## src/common/sshcd_pkg.sv

```systemverilog
package sshcd_pkg;

  // ****************************************************************
  // command opcodes
  // ****************************************************************
  localparam logic [7:0] OPC_LEAVE_MASK  = 8'hF6;
  localparam logic [7:0] OPC_LEAVE_BASE  = 8'h92;
  localparam logic [7:0] OPC_RET_ZERO    = 8'h70;
  localparam logic [7:0] OPC_GO_MARK     = 8'h78;
  localparam logic [7:0] OPC_CLEAR_POS   = 8'hD8;
  localparam logic [7:0] OPC_REINIT      = 8'hC0;
  localparam logic [7:0] OPC_RAMP_HALT   = 8'hB0;
  localparam logic [7:0] OPC_ABR_HALT    = 8'hB8;
  localparam logic [7:0] OPC_RAMP_FLOAT  = 8'hA0;
  localparam logic [7:0] OPC_ABR_FLOAT   = 8'hA8;
  localparam logic [7:0] OPC_FETCH       = 8'hD0;
  localparam int         ACT_BIT         = 3;
  localparam int         DIR_BIT         = 0;

  // ****************************************************************
  // speeds, frame and status layout
  // ****************************************************************
  localparam logic [15:0] LEAVE_FLOOR_SPS = 16'h0005;
  localparam logic [2:0]  BIT_LAST        = 3'h7;
  localparam logic [1:0]  TX_FRAMES       = 2'h2;
  localparam int          ST_BRIDGES_OFF  = 0;
  localparam int          ST_BUSY_N       = 1;
  localparam int          ST_SWITCH       = 2;
  localparam int          ST_REJECTED     = 3;
  localparam int          ST_ENGINE_LSB   = 4;

  // ****************************************************************
  // register map and reset values
  // ****************************************************************
  localparam logic [3:0]  OFS_CONFIG      = 4'h0;
  localparam logic [3:0]  OFS_DECEL       = 4'h4;
  localparam logic [3:0]  OFS_STATUS      = 4'h8;
  localparam logic [3:0]  OFS_MARK        = 4'hC;
  localparam int          CFG_LOWOPT_BIT  = 16;
  localparam logic [15:0] RST_MIN_SPEED   = 16'h0000;
  localparam logic [11:0] RST_DECEL       = 12'h08A;
  localparam logic [1:0]  RESP_OKAY       = 2'h0;
  localparam logic [1:0]  RESP_SLVERR     = 2'h2;

  typedef enum logic [5:0] {
    SS_IDLE       = 6'b000001,
    SS_LEAVE      = 6'b000010,
    SS_LEAVE_STOP = 6'b000100,
    SS_SEEK       = 6'b001000,
    SS_HALT       = 6'b010000,
    SS_FLOAT_WAIT = 6'b100000
  } sshcd_state_e;

endpackage

```

## src/rtl/sshcd_top.sv

```systemverilog
// Notes on behaviour
// - leave-switch opcode runs at minimum speed, direction from bit 0
// - switch opening: clear or mark position per action bit, then abrupt halt
// - leave-switch speed is 5 step/s if minimum is lower or optimisation on
// - busy low from leave-switch start until switch open and motor stopped
// - return-to-zero seeks position zero; busy until reached
// - return-to-zero while busy is dropped and flags rejection
// - go-to-marked seeks marked position; busy until reached
// - go-to-marked while busy is dropped and flags rejection
// - clear-position opcode zeroes absolute position
// - full reinit returns all state except the pin synchronisers to power-up, only while bridges float
// - after power-up or reinit the bridges stay disabled
// - ramped halt decelerates at the configured rate then stops
// - either halt while floating re-enables bridges without motion
// - abrupt halt stops the motor at once
// - ramped float decelerates, then disables bridges and raises off flag
// - float commands with motor stopped float the bridges at once
// - abrupt float disables bridges at once and raises off flag
// - halt and float commands are taken in any state, never rejected
// - halt and float commands keep busy until the motor stops
// - fetch returns 16-bit status, high byte first, in next two frames
// - fetch clears warnings and error state, keeps bridges-off flag
//
// The placing of the registers and the AXI4-Lite register port are this design's own decisions.
module sshcd_top
  import sshcd_pkg::*;
#(
  parameter int POS_W = 22
) (
  input  wire logic             core_clk,      // system clock
  input  wire logic             reset_n,       // sync reset, active low
  input  wire logic             spiSck,        // link clock pin
  input  wire logic             spiCsN,        // frame select, active low
  input  wire logic             spiMosi,       // host to device data
  output logic                  spiMiso,       // device to host data
  output logic                  spiMisoOe,     // miso driven
  input  wire logic             limitSwitchIn, // limit_switch_input, high = closed
  input  wire logic             motorStopped,  // engine: speed is zero
  input  wire logic             engineBusy,    // engine: other motion busy
  input  wire logic [POS_W-1:0] absPosition,   // absolute_position value
  input  wire logic [11:0]      engineFlags,   // engine warning/error flags
  output logic                  busyN,         // busy, active low
  output logic                  bridgesOffFlag,// bridges_off_flag
  output logic                  rejectedFlag,  // rejected-command flag
  output logic                  runMinReq,     // pulse: run at leaveSpeed
  output logic                  runDir,        // 1 forward, 0 reverse
  output logic [15:0]           leaveSpeed,    // step/s for leave move
  output logic                  seekReq,       // pulse: seek seekTarget
  output logic [POS_W-1:0]      seekTarget,    // seek destination
  output logic                  rampStopReq,   // pulse: ramped stop
  output logic                  abruptStopReq, // pulse: immediate stop
  output logic [11:0]           decelRate,     // deceleration_rate
  output logic                  clearPosReq,   // pulse: zero position
  output logic                  warnClearReq,  // pulse: clear warnings/errors
  output logic                  reinitReq,     // pulse: full reinit
  output logic [POS_W-1:0]      markedPosition,// marked_position
  input  wire logic             s_axi_awvalid, // axi write address valid
  output logic                  s_axi_awready, // axi write address ready
  input  wire logic [3:0]       s_axi_awaddr,  // axi write address
  input  wire logic             s_axi_wvalid,  // axi write data valid
  output logic                  s_axi_wready,  // axi write data ready
  input  wire logic [31:0]      s_axi_wdata,   // axi write data
  input  wire logic [3:0]       s_axi_wstrb,   // axi byte strobes
  output logic                  s_axi_bvalid,  // axi write response valid
  input  wire logic             s_axi_bready,  // axi write response ready
  output logic [1:0]            s_axi_bresp,   // axi write response
  input  wire logic             s_axi_arvalid, // axi read address valid
  output logic                  s_axi_arready, // axi read address ready
  input  wire logic [3:0]       s_axi_araddr,  // axi read address
  output logic                  s_axi_rvalid,  // axi read data valid
  input  wire logic             s_axi_rready,  // axi read data ready
  output logic [31:0]           s_axi_rdata,   // axi read data
  output logic [1:0]            s_axi_rresp    // axi read response
);

  // ****************************************************************
  // reset: power-up or accepted full reinit
  // ****************************************************************
  logic clrAll;
  assign clrAll = !reset_n || reinitReq;

  // ****************************************************************
  // pin synchronisers
  // ****************************************************************
  logic sckS1, sckS2, sckS3, csS1, csS2, csS3, mosiS1, mosiS2, swS1, swS2;
  always_ff @(posedge core_clk) begin
    if (!reset_n) begin
      {sckS1, sckS2, sckS3} <= 3'h7;
      {csS1, csS2, csS3}    <= 3'h7;
      {mosiS1, mosiS2}      <= 2'h0;
      {swS1, swS2}          <= 2'h0;
    end else begin
      {sckS1, sckS2, sckS3} <= {spiSck, sckS1, sckS2};
      {csS1, csS2, csS3}    <= {spiCsN, csS1, csS2};
      {mosiS1, mosiS2}      <= {spiMosi, mosiS1};
      {swS1, swS2}          <= {limitSwitchIn, swS1};
    end
  end

  logic sckRise, sckFall, csFall;
  assign sckRise = sckS2 && !sckS3;
  assign sckFall = !sckS2 && sckS3;
  assign csFall  = !csS2 && csS3;

  // ****************************************************************
  // byte framing and status return
  // ****************************************************************
  logic [7:0]  rxShift_reg, txShift_reg, cmdByte_reg;
  logic [2:0]  bitCnt_reg;
  logic        cmdValid_reg, txFrame_reg;
  logic [1:0]  txLeft_reg;
  logic [15:0] statusSnap_reg, statusWord;
  logic        fetchNow;

  always_ff @(posedge core_clk) begin
    if (clrAll) begin
      rxShift_reg  <= 8'h00;
      bitCnt_reg   <= 3'h0;
      cmdByte_reg  <= 8'h00;
      cmdValid_reg <= 1'b0;
    end else begin
      cmdValid_reg <= 1'b0;
      if (csS2) begin
        bitCnt_reg <= 3'h0;
      end else if (sckRise) begin
        rxShift_reg <= {rxShift_reg[6:0], mosiS2};
        bitCnt_reg  <= bitCnt_reg + 3'h1;
        if (bitCnt_reg == BIT_LAST && !txFrame_reg) begin
          cmdByte_reg  <= {rxShift_reg[6:0], mosiS2};
          cmdValid_reg <= 1'b1;
        end
      end
    end
  end

  always_ff @(posedge core_clk) begin
    if (clrAll) begin
      txShift_reg    <= 8'h00;
      txLeft_reg     <= 2'h0;
      txFrame_reg    <= 1'b0;
      statusSnap_reg <= 16'h0000;
    end else if (fetchNow) begin
      statusSnap_reg <= statusWord;
      txLeft_reg     <= TX_FRAMES;
    end else if (csFall) begin
      txFrame_reg <= (txLeft_reg != 2'h0);
      if (txLeft_reg == TX_FRAMES) begin
        txShift_reg <= statusSnap_reg[15:8];
      end else if (txLeft_reg != 2'h0) begin
        txShift_reg <= statusSnap_reg[7:0];
      end else begin
        txShift_reg <= 8'h00;
      end
      if (txLeft_reg != 2'h0) txLeft_reg <= txLeft_reg - 2'h1;
    end else if (!csS2 && sckFall && bitCnt_reg != 3'h0) begin // first fall keeps bit 7
      txShift_reg <= {txShift_reg[6:0], 1'b0};
    end
  end

  always_ff @(posedge core_clk) begin
    if (clrAll) begin
      spiMiso   <= 1'b0;
      spiMisoOe <= 1'b0;
    end else begin
      spiMiso   <= !csS2 && txShift_reg[7]; // idle low outside a frame
      spiMisoOe <= !csS2;
    end
  end

  // ****************************************************************
  // configuration registers
  // ****************************************************************
  logic [15:0] minSpeed_reg;
  logic        lowOpt_reg;
  logic        wrEn;
  logic [3:0]  wrAddr_reg;
  logic [31:0] wrData_reg;
  logic [3:0]  wrStrb_reg;

  always_ff @(posedge core_clk) begin
    if (clrAll) begin
      minSpeed_reg <= RST_MIN_SPEED;
      lowOpt_reg   <= 1'b0;
      decelRate    <= RST_DECEL;
    end else if (wrEn && wrAddr_reg == OFS_CONFIG) begin
      if (wrStrb_reg[0]) minSpeed_reg[7:0]  <= wrData_reg[7:0];
      if (wrStrb_reg[1]) minSpeed_reg[15:8] <= wrData_reg[15:8];
      if (wrStrb_reg[2]) lowOpt_reg         <= wrData_reg[CFG_LOWOPT_BIT];
    end else if (wrEn && wrAddr_reg == OFS_DECEL) begin
      if (wrStrb_reg[0]) decelRate[7:0]  <= wrData_reg[7:0];
      if (wrStrb_reg[1]) decelRate[11:8] <= wrData_reg[11:8];
    end
  end

  always_ff @(posedge core_clk) begin
    if (clrAll || minSpeed_reg < LEAVE_FLOOR_SPS || lowOpt_reg) begin
      leaveSpeed <= LEAVE_FLOOR_SPS;
    end else begin
      leaveSpeed <= minSpeed_reg;
    end
  end

  // ****************************************************************
  // command sequencing
  // ****************************************************************
  sshcd_state_e state_reg;
  logic         actSel_reg, busyNow, rejectNow;
  logic [7:0]   op;

  assign op        = cmdByte_reg;
  assign busyNow   = !busyN;
  assign fetchNow  = cmdValid_reg && op == OPC_FETCH;
  assign rejectNow = cmdValid_reg && busyNow && (op == OPC_RET_ZERO || op == OPC_GO_MARK);

  always_ff @(posedge core_clk) begin
    if (clrAll) begin
      state_reg      <= SS_IDLE;
      actSel_reg     <= 1'b0;
      runMinReq      <= 1'b0;
      runDir         <= 1'b0;
      seekReq        <= 1'b0;
      seekTarget     <= '0;
      rampStopReq    <= 1'b0;
      abruptStopReq  <= 1'b0;
      clearPosReq    <= 1'b0;
      bridgesOffFlag <= 1'b1;
      markedPosition <= '0;
    end else begin
      runMinReq     <= 1'b0;
      seekReq       <= 1'b0;
      rampStopReq   <= 1'b0;
      abruptStopReq <= 1'b0;
      clearPosReq   <= 1'b0;
      // halt and float take priority over any sequence in progress
      if (cmdValid_reg && (op == OPC_RAMP_HALT || op == OPC_ABR_HALT)) begin
        if (bridgesOffFlag) begin
          bridgesOffFlag <= 1'b0;
          state_reg      <= SS_IDLE;
        end else begin
          rampStopReq   <= (op == OPC_RAMP_HALT);
          abruptStopReq <= (op == OPC_ABR_HALT);
          state_reg     <= SS_HALT;
        end
      end else if (cmdValid_reg && op == OPC_RAMP_FLOAT) begin
        if (motorStopped) begin
          bridgesOffFlag <= 1'b1;
          state_reg      <= SS_IDLE;
        end else begin
          rampStopReq <= 1'b1;
          state_reg   <= SS_FLOAT_WAIT;
        end
      end else if (cmdValid_reg && op == OPC_ABR_FLOAT) begin
        bridgesOffFlag <= 1'b1;
        abruptStopReq  <= !motorStopped;
        state_reg      <= motorStopped ? SS_IDLE : SS_HALT;
      end else if (cmdValid_reg && (op & OPC_LEAVE_MASK) == OPC_LEAVE_BASE) begin
        runMinReq      <= 1'b1;
        runDir         <= op[DIR_BIT];
        actSel_reg     <= op[ACT_BIT];
        bridgesOffFlag <= 1'b0;
        state_reg      <= SS_LEAVE;
      end else if (cmdValid_reg && op == OPC_RET_ZERO && !busyNow) begin
        seekReq        <= 1'b1;
        seekTarget     <= '0;
        bridgesOffFlag <= 1'b0;
        state_reg      <= SS_SEEK;
      end else if (cmdValid_reg && op == OPC_GO_MARK && !busyNow) begin
        seekReq        <= 1'b1;
        seekTarget     <= markedPosition;
        bridgesOffFlag <= 1'b0;
        state_reg      <= SS_SEEK;
      end else begin
        if (cmdValid_reg && op == OPC_CLEAR_POS) clearPosReq <= 1'b1;
        case (state_reg)
          SS_IDLE: state_reg <= SS_IDLE;
          SS_LEAVE: begin
            if (!swS2) begin
              if (actSel_reg) begin
                markedPosition <= absPosition;
              end else begin
                clearPosReq <= 1'b1;
              end
              abruptStopReq <= 1'b1;
              state_reg     <= SS_LEAVE_STOP;
            end
          end
          SS_LEAVE_STOP: if (motorStopped) state_reg <= SS_IDLE;
          SS_SEEK: if (motorStopped && absPosition == seekTarget) state_reg <= SS_IDLE;
          SS_HALT: if (motorStopped) state_reg <= SS_IDLE;
          SS_FLOAT_WAIT: begin
            if (motorStopped) begin
              bridgesOffFlag <= 1'b1;
              state_reg      <= SS_IDLE;
            end
          end
          default: state_reg <= SS_IDLE;
        endcase
      end
    end
  end

  // ****************************************************************
  // busy, flags and side-effect pulses
  // ****************************************************************
  always_ff @(posedge core_clk) begin
    if (clrAll) begin
      busyN        <= 1'b1;
      rejectedFlag <= 1'b0;
      warnClearReq <= 1'b0;
    end else begin
      // busy lags the state by one cycle; commands see the registered level
      busyN        <= (state_reg == SS_IDLE) && !engineBusy;
      rejectedFlag <= rejectNow || (rejectedFlag && !fetchNow);
      warnClearReq <= fetchNow;
    end
  end

  // reinit pulse must survive its own effect, so only power-up clears it
  always_ff @(posedge core_clk) begin
    if (!reset_n) begin
      reinitReq <= 1'b0;
    end else begin
      reinitReq <= cmdValid_reg && op == OPC_REINIT && bridgesOffFlag && !reinitReq;
    end
  end

  always_comb begin
    statusWord = 16'h0000;
    statusWord[ST_BRIDGES_OFF] = bridgesOffFlag;
    statusWord[ST_BUSY_N]      = busyN;
    statusWord[ST_SWITCH]      = swS2;
    statusWord[ST_REJECTED]    = rejectedFlag;
    statusWord[15:ST_ENGINE_LSB] = engineFlags;
  end

  // ****************************************************************
  // axi4-lite slave
  // ****************************************************************
  assign wrEn = !s_axi_awready && !s_axi_wready && !s_axi_bvalid;

  always_ff @(posedge core_clk) begin
    if (clrAll) begin
      s_axi_awready <= 1'b1;
      s_axi_wready  <= 1'b1;
      wrAddr_reg   <= 4'h0;
      wrData_reg   <= 32'h00000000;
      wrStrb_reg   <= 4'h0;
      s_axi_bvalid <= 1'b0;
      s_axi_bresp  <= RESP_OKAY;
    end else begin
      if (s_axi_awvalid && s_axi_awready) begin
        s_axi_awready <= 1'b0;
        wrAddr_reg <= s_axi_awaddr;
      end
      if (s_axi_wvalid && s_axi_wready) begin
        s_axi_wready <= 1'b0;
        wrData_reg <= s_axi_wdata;
        wrStrb_reg <= s_axi_wstrb;
      end
      if (wrEn) begin
        s_axi_bvalid <= 1'b1;
        s_axi_bresp  <= (wrAddr_reg == OFS_CONFIG || wrAddr_reg == OFS_DECEL) ?
                        RESP_OKAY : RESP_SLVERR;
        s_axi_awready <= 1'b1;
        s_axi_wready  <= 1'b1;
      end else if (s_axi_bvalid && s_axi_bready) begin
        s_axi_bvalid <= 1'b0;
      end
    end
  end

  always_ff @(posedge core_clk) begin
    if (clrAll) begin
      s_axi_arready <= 1'b1;
      s_axi_rvalid <= 1'b0;
      s_axi_rdata  <= 32'h00000000;
      s_axi_rresp  <= RESP_OKAY;
    end else if (s_axi_arvalid && s_axi_arready) begin
      s_axi_arready <= 1'b0;
      s_axi_rvalid <= 1'b1;
      s_axi_rresp  <= RESP_OKAY;
      case (s_axi_araddr)
        OFS_CONFIG: s_axi_rdata <= {15'h0000, lowOpt_reg, minSpeed_reg};
        OFS_DECEL:  s_axi_rdata <= {20'h00000, decelRate};
        OFS_STATUS: s_axi_rdata <= {10'h000, state_reg, statusWord};
        OFS_MARK:   s_axi_rdata <= {{(32-POS_W){1'b0}}, markedPosition};
        default: begin
          s_axi_rdata <= 32'h00000000;
          s_axi_rresp <= RESP_SLVERR;
        end
      endcase
    end else if (s_axi_rvalid && s_axi_rready) begin
      s_axi_rvalid  <= 1'b0;
      s_axi_arready <= 1'b1;
    end
  end

endmodule

```

## config.mk

```make
export PLATFORM = sky130hd
export DESIGN_NAME = sshcd_top
export DESIGN_NICKNAME = d
export VERILOG_FILES = /design/src/common/sshcd_pkg.sv /design/src/rtl/sshcd_top.sv
export SDC_FILE = /design/constraint.sdc
export NUM_CORES = 1
export LEC_CHECK = 0
export CAP_MARGIN = 20
export CELL_PAD_IN_SITES_DETAIL_PLACEMENT = 1
export CELL_PAD_IN_SITES_GLOBAL_PLACEMENT = 1
export CORE_UTILIZATION = 42
export CTS_CLUSTER_SIZE = 28
export DETAILED_ROUTE_END_ITERATION = 10
export DONT_BUFFER_PORTS = 1
export PLACE_DENSITY_LB_ADDON = 0.1
export SLEW_MARGIN = 20
export SYNTH_ARGS = -nofsm -noshare
export SYNTH_HDL_FRONTEND = slang
export SYNTH_SLANG_ARGS = --single-unit
export TNS_END_PERCENT = 100
```

## constraint.sdc

```tcl
create_clock -name core_clk -period 1.7 [get_ports core_clk]
set_clock_uncertainty 0.15 [all_clocks]
set_input_delay 0.255 -clock core_clk [delete_from_list [all_inputs] [get_ports core_clk]]
set_output_delay 0.255 -clock core_clk [all_outputs]
set_load 0.02 [all_outputs]
```

==> results of run 1 <==
-- stage by stage --
stage               instances  cell area, µm²  power, mW  worst slack [ns]
global route             1507           13300       11.9            -0.438
finish                   1507           13300       11.5            -0.378
detailed placement       1344            9860       5.76            -0.238
global placement         1344            9860       5.75            -0.189
CTS                      1489           12300       11.5            -0.192
floorplan                1026            8800       5.63            -0.208
-- cell usage after synthesis, types with 4 or more instances --
cell	count	area, µm²
a21oi_1	154	771
a22oi_1	40	300
and2_1	21	131
buf_2	12	60.1
buf_4	14	105
buf_6	6	67.6
clkbuf_1	42	158
dfxtp_1	218	4360
inv_1	11	41.3
mux2i_1	37	370
nand2_1	185	694
nand2b_1	12	75.1
nand3_1	48	240
nand4_1	5	31.3
nor2_1	93	349
nor3_1	8	40.0
nor4_1	9	56.3
o21ai_0	19	95.1
or3_1	4	25.0
xnor2_1	9	78.8
xor2_1	15	131
-- cell families (layout without fill, tap and decap cells) --
family	count (synthesis)	in the layout	synth area share, %
fa+ha+maj	3	3	0.432
flops	218	218	50.3
simple gates	417	417	22.5
buf+inv	87	297	5.06
compound gates	228	228	15.0
other cells	1	13	0.0432
xor+xnor	24	24	2.42
mux	37	37	4.27
-- routing by layer --
metal	part of all wire (%)	wire length, µm	up-vias	track usage, %
met4	5.3	1960	0	11.2
li1	-	-	3871	-
met1	37	13600	4271	35.7
met3	7.8	2860	151	6.08
met2	50	18300	447	54.2
met5	0	0	-	0
-- critical path, stage by stage (launching register included) --
cell     delay, ns
dfxtp_1       0.34
xor2_1        0.18
nor4_2        0.39
nand4_1       0.23
o31ai_4       0.31
a21oi_2       0.12
a31o_1        0.23
-- power groups by stage --
stage	sequential [mW]	combinational (mW)	clock, mW
6_report	5.23	0.681	5.63
5_1_grt	5.23	0.720	5.90
4_1_cts	5.22	0.622	5.66
3_5_place_dp	5.33	0.430	0
3_3_place_gp	5.33	0.426	0
2_1_floorplan	5.33	0.303	0
-- area by class of cell --
| type | instances | area (µm²) | share of cell area (%) |
|---|---|---|---|
| flip-flops and latches | 218 | 4400 | 33.2 |
| repair buffers | 242 | 2500 | 18.9 |
| inverters | 11 | 41.3 | 0.311 |
| clock inverters | 8 | 97.6 | 0.736 |
| well taps | 270 | 338 | 2.55 |
| clock buffers | 36 | 759 | 5.73 |
| diodes | 1 | 2.50 | 0.0189 |
| multi-input cells | 721 | 5110 | 38.6 |
-- worst paths after layout --
path / start / endpoint / cells after the start
max: seekTarget[14] / state_reg[1] / 6
min: engineFlags[0] / s_axi_rdata[4] / 4
max reg2reg: seekTarget[14] / state_reg[1] / 6
min reg2reg: sckS1 / sckS2 / 1
-- cells in the final DEF, fill, tap and decap left out, drive strengths merged, types with 2 or more instances in the layout --
cell type and count:
o21ai 19, inv 12, conb 12, nand4 6
nor2b 4, nor2 93, o31ai 2, mux2i 37
nand2 185, nand2b 12, xnor2 9, clkbuf 40
and2 21, ha 3, nand3b 2, a21oi 154
xor2 15, nor3 11, a22oi 40, nor4 11
nand3 50, dfxtp 218, and3 2, bufinv 2
and2b 3, nand4b 3, a221oi 2, dlygate4sd3 70
nor4b 2, clkinv 5, buf 168, or3 5
and4b 3
-- repair_timing --
| item | in CTS | in global routing |
|---|---|---|
| cloned | 5 | 6 |
| pin swaps | 80 | 106 |
| resized for setup | 140 | 199 |
| hold buffers | 70 | 0 |
| hold endpoints to repair | 97 | 0 |
| buffers inserted | 27 | 16 |
| setup endpoints to repair | 120 | 129 |
==> metrics.md, run 1 <==
| Metric | Value |
|---|---|
| Status | complete, but fails checks |
| Failing checks | setup timing |
| All-Layer GR Usage | 30.3% |
| Die ar. | 21200 µm² |
| Unrepaired setup endpoints after global routing | true |
| Power share of the combinational group | 5.9% |
| First-pass GRT wire length | 50500 µm |
| Clock Latency Late Sink | 0.54 ns |
| Crit path time final | 2.08 ns |
| Setup crit end kind | register |
| WL final | 36700 µm |
| Root Buffer Master | clkbuf_16 |
| Layout cells sized above 1 | 37.1% |
| Slew Viols, Final | 0 |
| Final WS setup | -0.378 ns |
| Gr ovfl total | 0 |
| Syn Inst Count | 1015 |
| IO buf count | 0 |
| Pin count of the biggest net entering global routing | 68 |
| Worst IR drop on VDD | 0.000780 V |
| Die width | 146 µm |
| Type of the worst setup path | register to register |
| # fillers | 2144 |
| H-tree Lvls | 1 |
| Drt via density | 5.80 |
| Max-capacitance violation count | 0 |
| Iter 0 DRT Violations | 529 |
| Util after Layout | 65.5% |
| Internal power | 8.84 mW |
| Crit path launch type | register |
| Clock slew at reported path FFs | 0.06 ns |
| CTS Buffer Depth | 3 |
| Num CTS Buffers | 25 |
| Unique masters post-synth | 59 |
| Net Switching | 2.70 mW |
| Clk sinks | 218 |
| Number of global-route vias before repair | 8873 |
| Number of cell rows | 52 |
| CP max FO | 2 |
| Seq/Total Area, Yosys | 50.3% |
| Post-synth EDFFs | 0 |
| Initial antenna violation count | 1 |
| Sw frac | 23.4% |
| Biggest regs | markedPosition x22, s_axi_rdata x22, seekTarget x22 |
| Synth warnings | 0 |
| Final GP Congestion | 0.850 |
| Register bit count reported by yosys | 218 |
| Total negative slack | -11.84 ns |
| Main synth FF type | dfxtp_1 |
| Hold/Removal Path Class | primary input to register |
| Clock power share | 48.8% |
| Synth async-reset ratio | 0% |
| Router iterations before antenna repair | 7 |
| Avg Cell Area, Syn | 8.55 µm² |
| Smallest hold slack | 0.0252 ns |
| Hold Vio Cnt, Final | 0 |
| Flop2flop setup slack | -0.38 ns |
| Power Density | 870 nW/µm² |
| Nets | 1313 |
| CTS tree | built |
| # DRC | 0 |
| WL per Instance | 24.4 µm |
| P&R area growth vs syn | 52.7% |
| CORE AREA | 20200 µm² |
| Maximum clock rate | 0.481 GHz |
| DR vias | 8740 |
| Ports | 217 |
| # setup viols final | 107 |
| Initial Util | 42.9% |
| Share of power burned in registers | 45.3% |
| Die Y-Extent | 146 µm |
| Worst EP arrival | 2.34 ns |
| Mapped cell area | 8680 µm² |
| Routed Antenna Nets | 0 |
| Critical Path RT | 1.96 ns |
| Detailed placement HPWL | 20200 µm |
| Pleak | 5.00 nW |
| Period utilization | 122% |
Power figures use the tool's default switching activity.
==> run 2, diff against run 1 <==
--- a/config.mk
+++ b/config.mk
@@ -12,6 +12,7 @@
 export CTS_CLUSTER_SIZE = 28
 export DETAILED_ROUTE_END_ITERATION = 10
 export DONT_BUFFER_PORTS = 1
+export MAX_ROUTING_LAYER = met4
 export PLACE_DENSITY_LB_ADDON = 0.1
 export SLEW_MARGIN = 20
 export SYNTH_ARGS = -nofsm -noshare
==> metrics.md, run 2 (synthesis results as in run 1) <==
| Metric | Value |
|---|---|
| Final WS setup | -0.312 ns |
| Ports | 217 |
| All-Layer GR Usage | 31.3% |
| Multi-input gate area | 5220 µm² |
| Setup crit end kind | register |
| CP max FO | 2 |
| Flop2flop setup slack | -0.31 ns |
| Number of cell rows | 52 |
| Failing checks | setup timing |
| Cells on Worst Hold Path | 4 |
| Hold Vio Cnt, Final | 0 |
| Drt via density | 5.84 |
| Pleak | 5.02 nW |
| Layout cells sized above 1 | 38.2% |
| P&R area growth vs syn | 53.9% |
| Die ar. | 21200 µm² |
| CORE AREA | 20200 µm² |
| Slew Viols, Final | 0 |
| First-pass GRT wire length | 50600 µm |
| Die width | 146 µm |
| Worst Hold Launch | motorStopped |
| Critical Path RT | 1.95 ns |
| Status | complete, but fails checks |
| Register Area | 4400 µm² |
| Root Buffer Master | clkbuf_16 |
| Router iterations before antenna repair | 5 |
| Worst path slowest cell | or4_4 |
| WL per Instance | 25.4 µm |
| Number of global-route vias before repair | 8860 |
| Biggest regs | markedPosition x22, s_axi_rdata x22, seekTarget x22 |
| Die Y-Extent | 146 µm |
| Iter 0 DRT Violations | 524 |
| Power Density | 866 nW/µm² |
| Crit path launch type | register |
| Max-capacitance violation count | 0 |
| Smallest hold slack | 0.00758 ns |
| Initial antenna violation count | 2 |
| Clock slew at reported path FFs | 0.07 ns |
| Type of the worst setup path | register to register |
| Final GP Congestion | 0.863 |
| # DRC | 0 |
| R2R depth | 6 |
| Pin count of the biggest net entering global routing | 68 |
| Period utilization | 118% |
| IO buf count | 0 |
| Most common cell after layout, fill and taps aside | dfxtp_1 |
| CTS Buffer Depth | 3 |
| Total Power | 11.6 mW |
| Maximum clock rate | 0.497 GHz |
| Crit path largest cell delay | 0.48 ns |
| H-tree Lvls | 1 |
| WL final | 38200 µm |
| Crit path time final | 2.01 ns |
| Worst IR drop on VDD | 0.000835 V |
| DR vias | 8795 |
| Reg2reg start | seekTarget[4] |
| CTS tree | built |
| Cell Chain, Critical Path | xnor2_1, nand4_1, or4_4, or3_1, nand3_2, a221oi_2 |
| # setup viols final | 108 |
| Post-route insts no fill | 1507 |
| # fillers | 2147 |
| Gr ovfl total | 0 |
| Hold/Removal Path Class | primary input to register |
| Num CTS Buffers | 25 |
| Critical path startpoint | seekTarget[4] |
| Detailed placement HPWL | 20200 µm |
| Dpl cells | 1344 |
| Nets | 1312 |
| Worst EP arrival | 2.26 ns |
| Most frequent cells in the layout | 199 x dfxtp_1, 114 x buf_4, 101 x nand2_1, 93 x a21oi_1, 86 x nor2_1 |
| Initial Util | 42.9% |
| Clk sinks | 218 |
| Routed Antenna Nets | 0 |
| Clock Latency Late Sink | 0.54 ns |
| Unrepaired setup endpoints after global routing | true |
[run 2: cell count changes in the layout (fill, tap and decap cells not counted), moves of 3 or more]
cell,previous run,this run
buf_8,1,4
nand3_1,11,19
nand2_1,117,101
a21oi_2,54,59
nand2_4,34,49
nand3_2,23,16
buf_6,30,25
a21oi_1,99,93
[run 2: path summary, 6_finish.rpt]
path | to
worst max-delay path | state_reg[3]
worst min-delay path | bridgesOffFlag
worst max register to register | state_reg[3]
worst min register to register | sckS2
[run 2: critical path, delay by kind of cell (launching register included)]
kind,cells,cell delay (ns)
compound gates,1,0.06
xor+xnor,1,0.18
flops,1,0.35
simple gates,4,1.14
[run 2: repair_timing]
action	4_1_cts	5_1_grt
setup endpoints to repair	120	129
gates resized for setup	140	228
cloned	5	7
pin swaps	80	120
buffers inserted	27	15
hold endpoints to repair	97	0
hold buffers	70	0
[run 2: cell type report]
type | count | area share (%)
antenna | 2 | 0.0375
clock buffer | 36 | 5.68
clock inverter | 8 | 0.730
inverter | 11 | 0.309
multi-input combinational | 721 | 39.0
sequential | 218 | 32.9
tap | 270 | 2.53
timing repair buffer | 241 | 18.8
[run 2: power by group]
group	internal [mW]	switching [mW]	leakage, nW
clock network	3.40	2.25	0.426
logic	0.278	0.411	2.82
registers	5.16	0.0674	1.77
[run 2: routing by layer]
metal  global-route usage [%]  routed length (µm)
met4                     11.0                1690
met1                     35.8               14700
met2                     54.4               19300
met5                        -                   0
met3                     6.18                2550
[run 2: stage by stage]
stage / cell area (µm²) / setup slack, ns / TNS, ns / utilization [%]
floorplan: 8800 / -0.208 / -5.48 / -
global placement: 9860 / -0.189 / -8.27 / 48.7
detailed placement: 9860 / -0.238 / -12.23 / 48.7
CTS: 12300 / -0.192 / -4.69 / 60.7
global route: 13400 / -0.420 / -19.32 / 66.0
finish: 13400 / -0.312 / -11.86 / 66.0
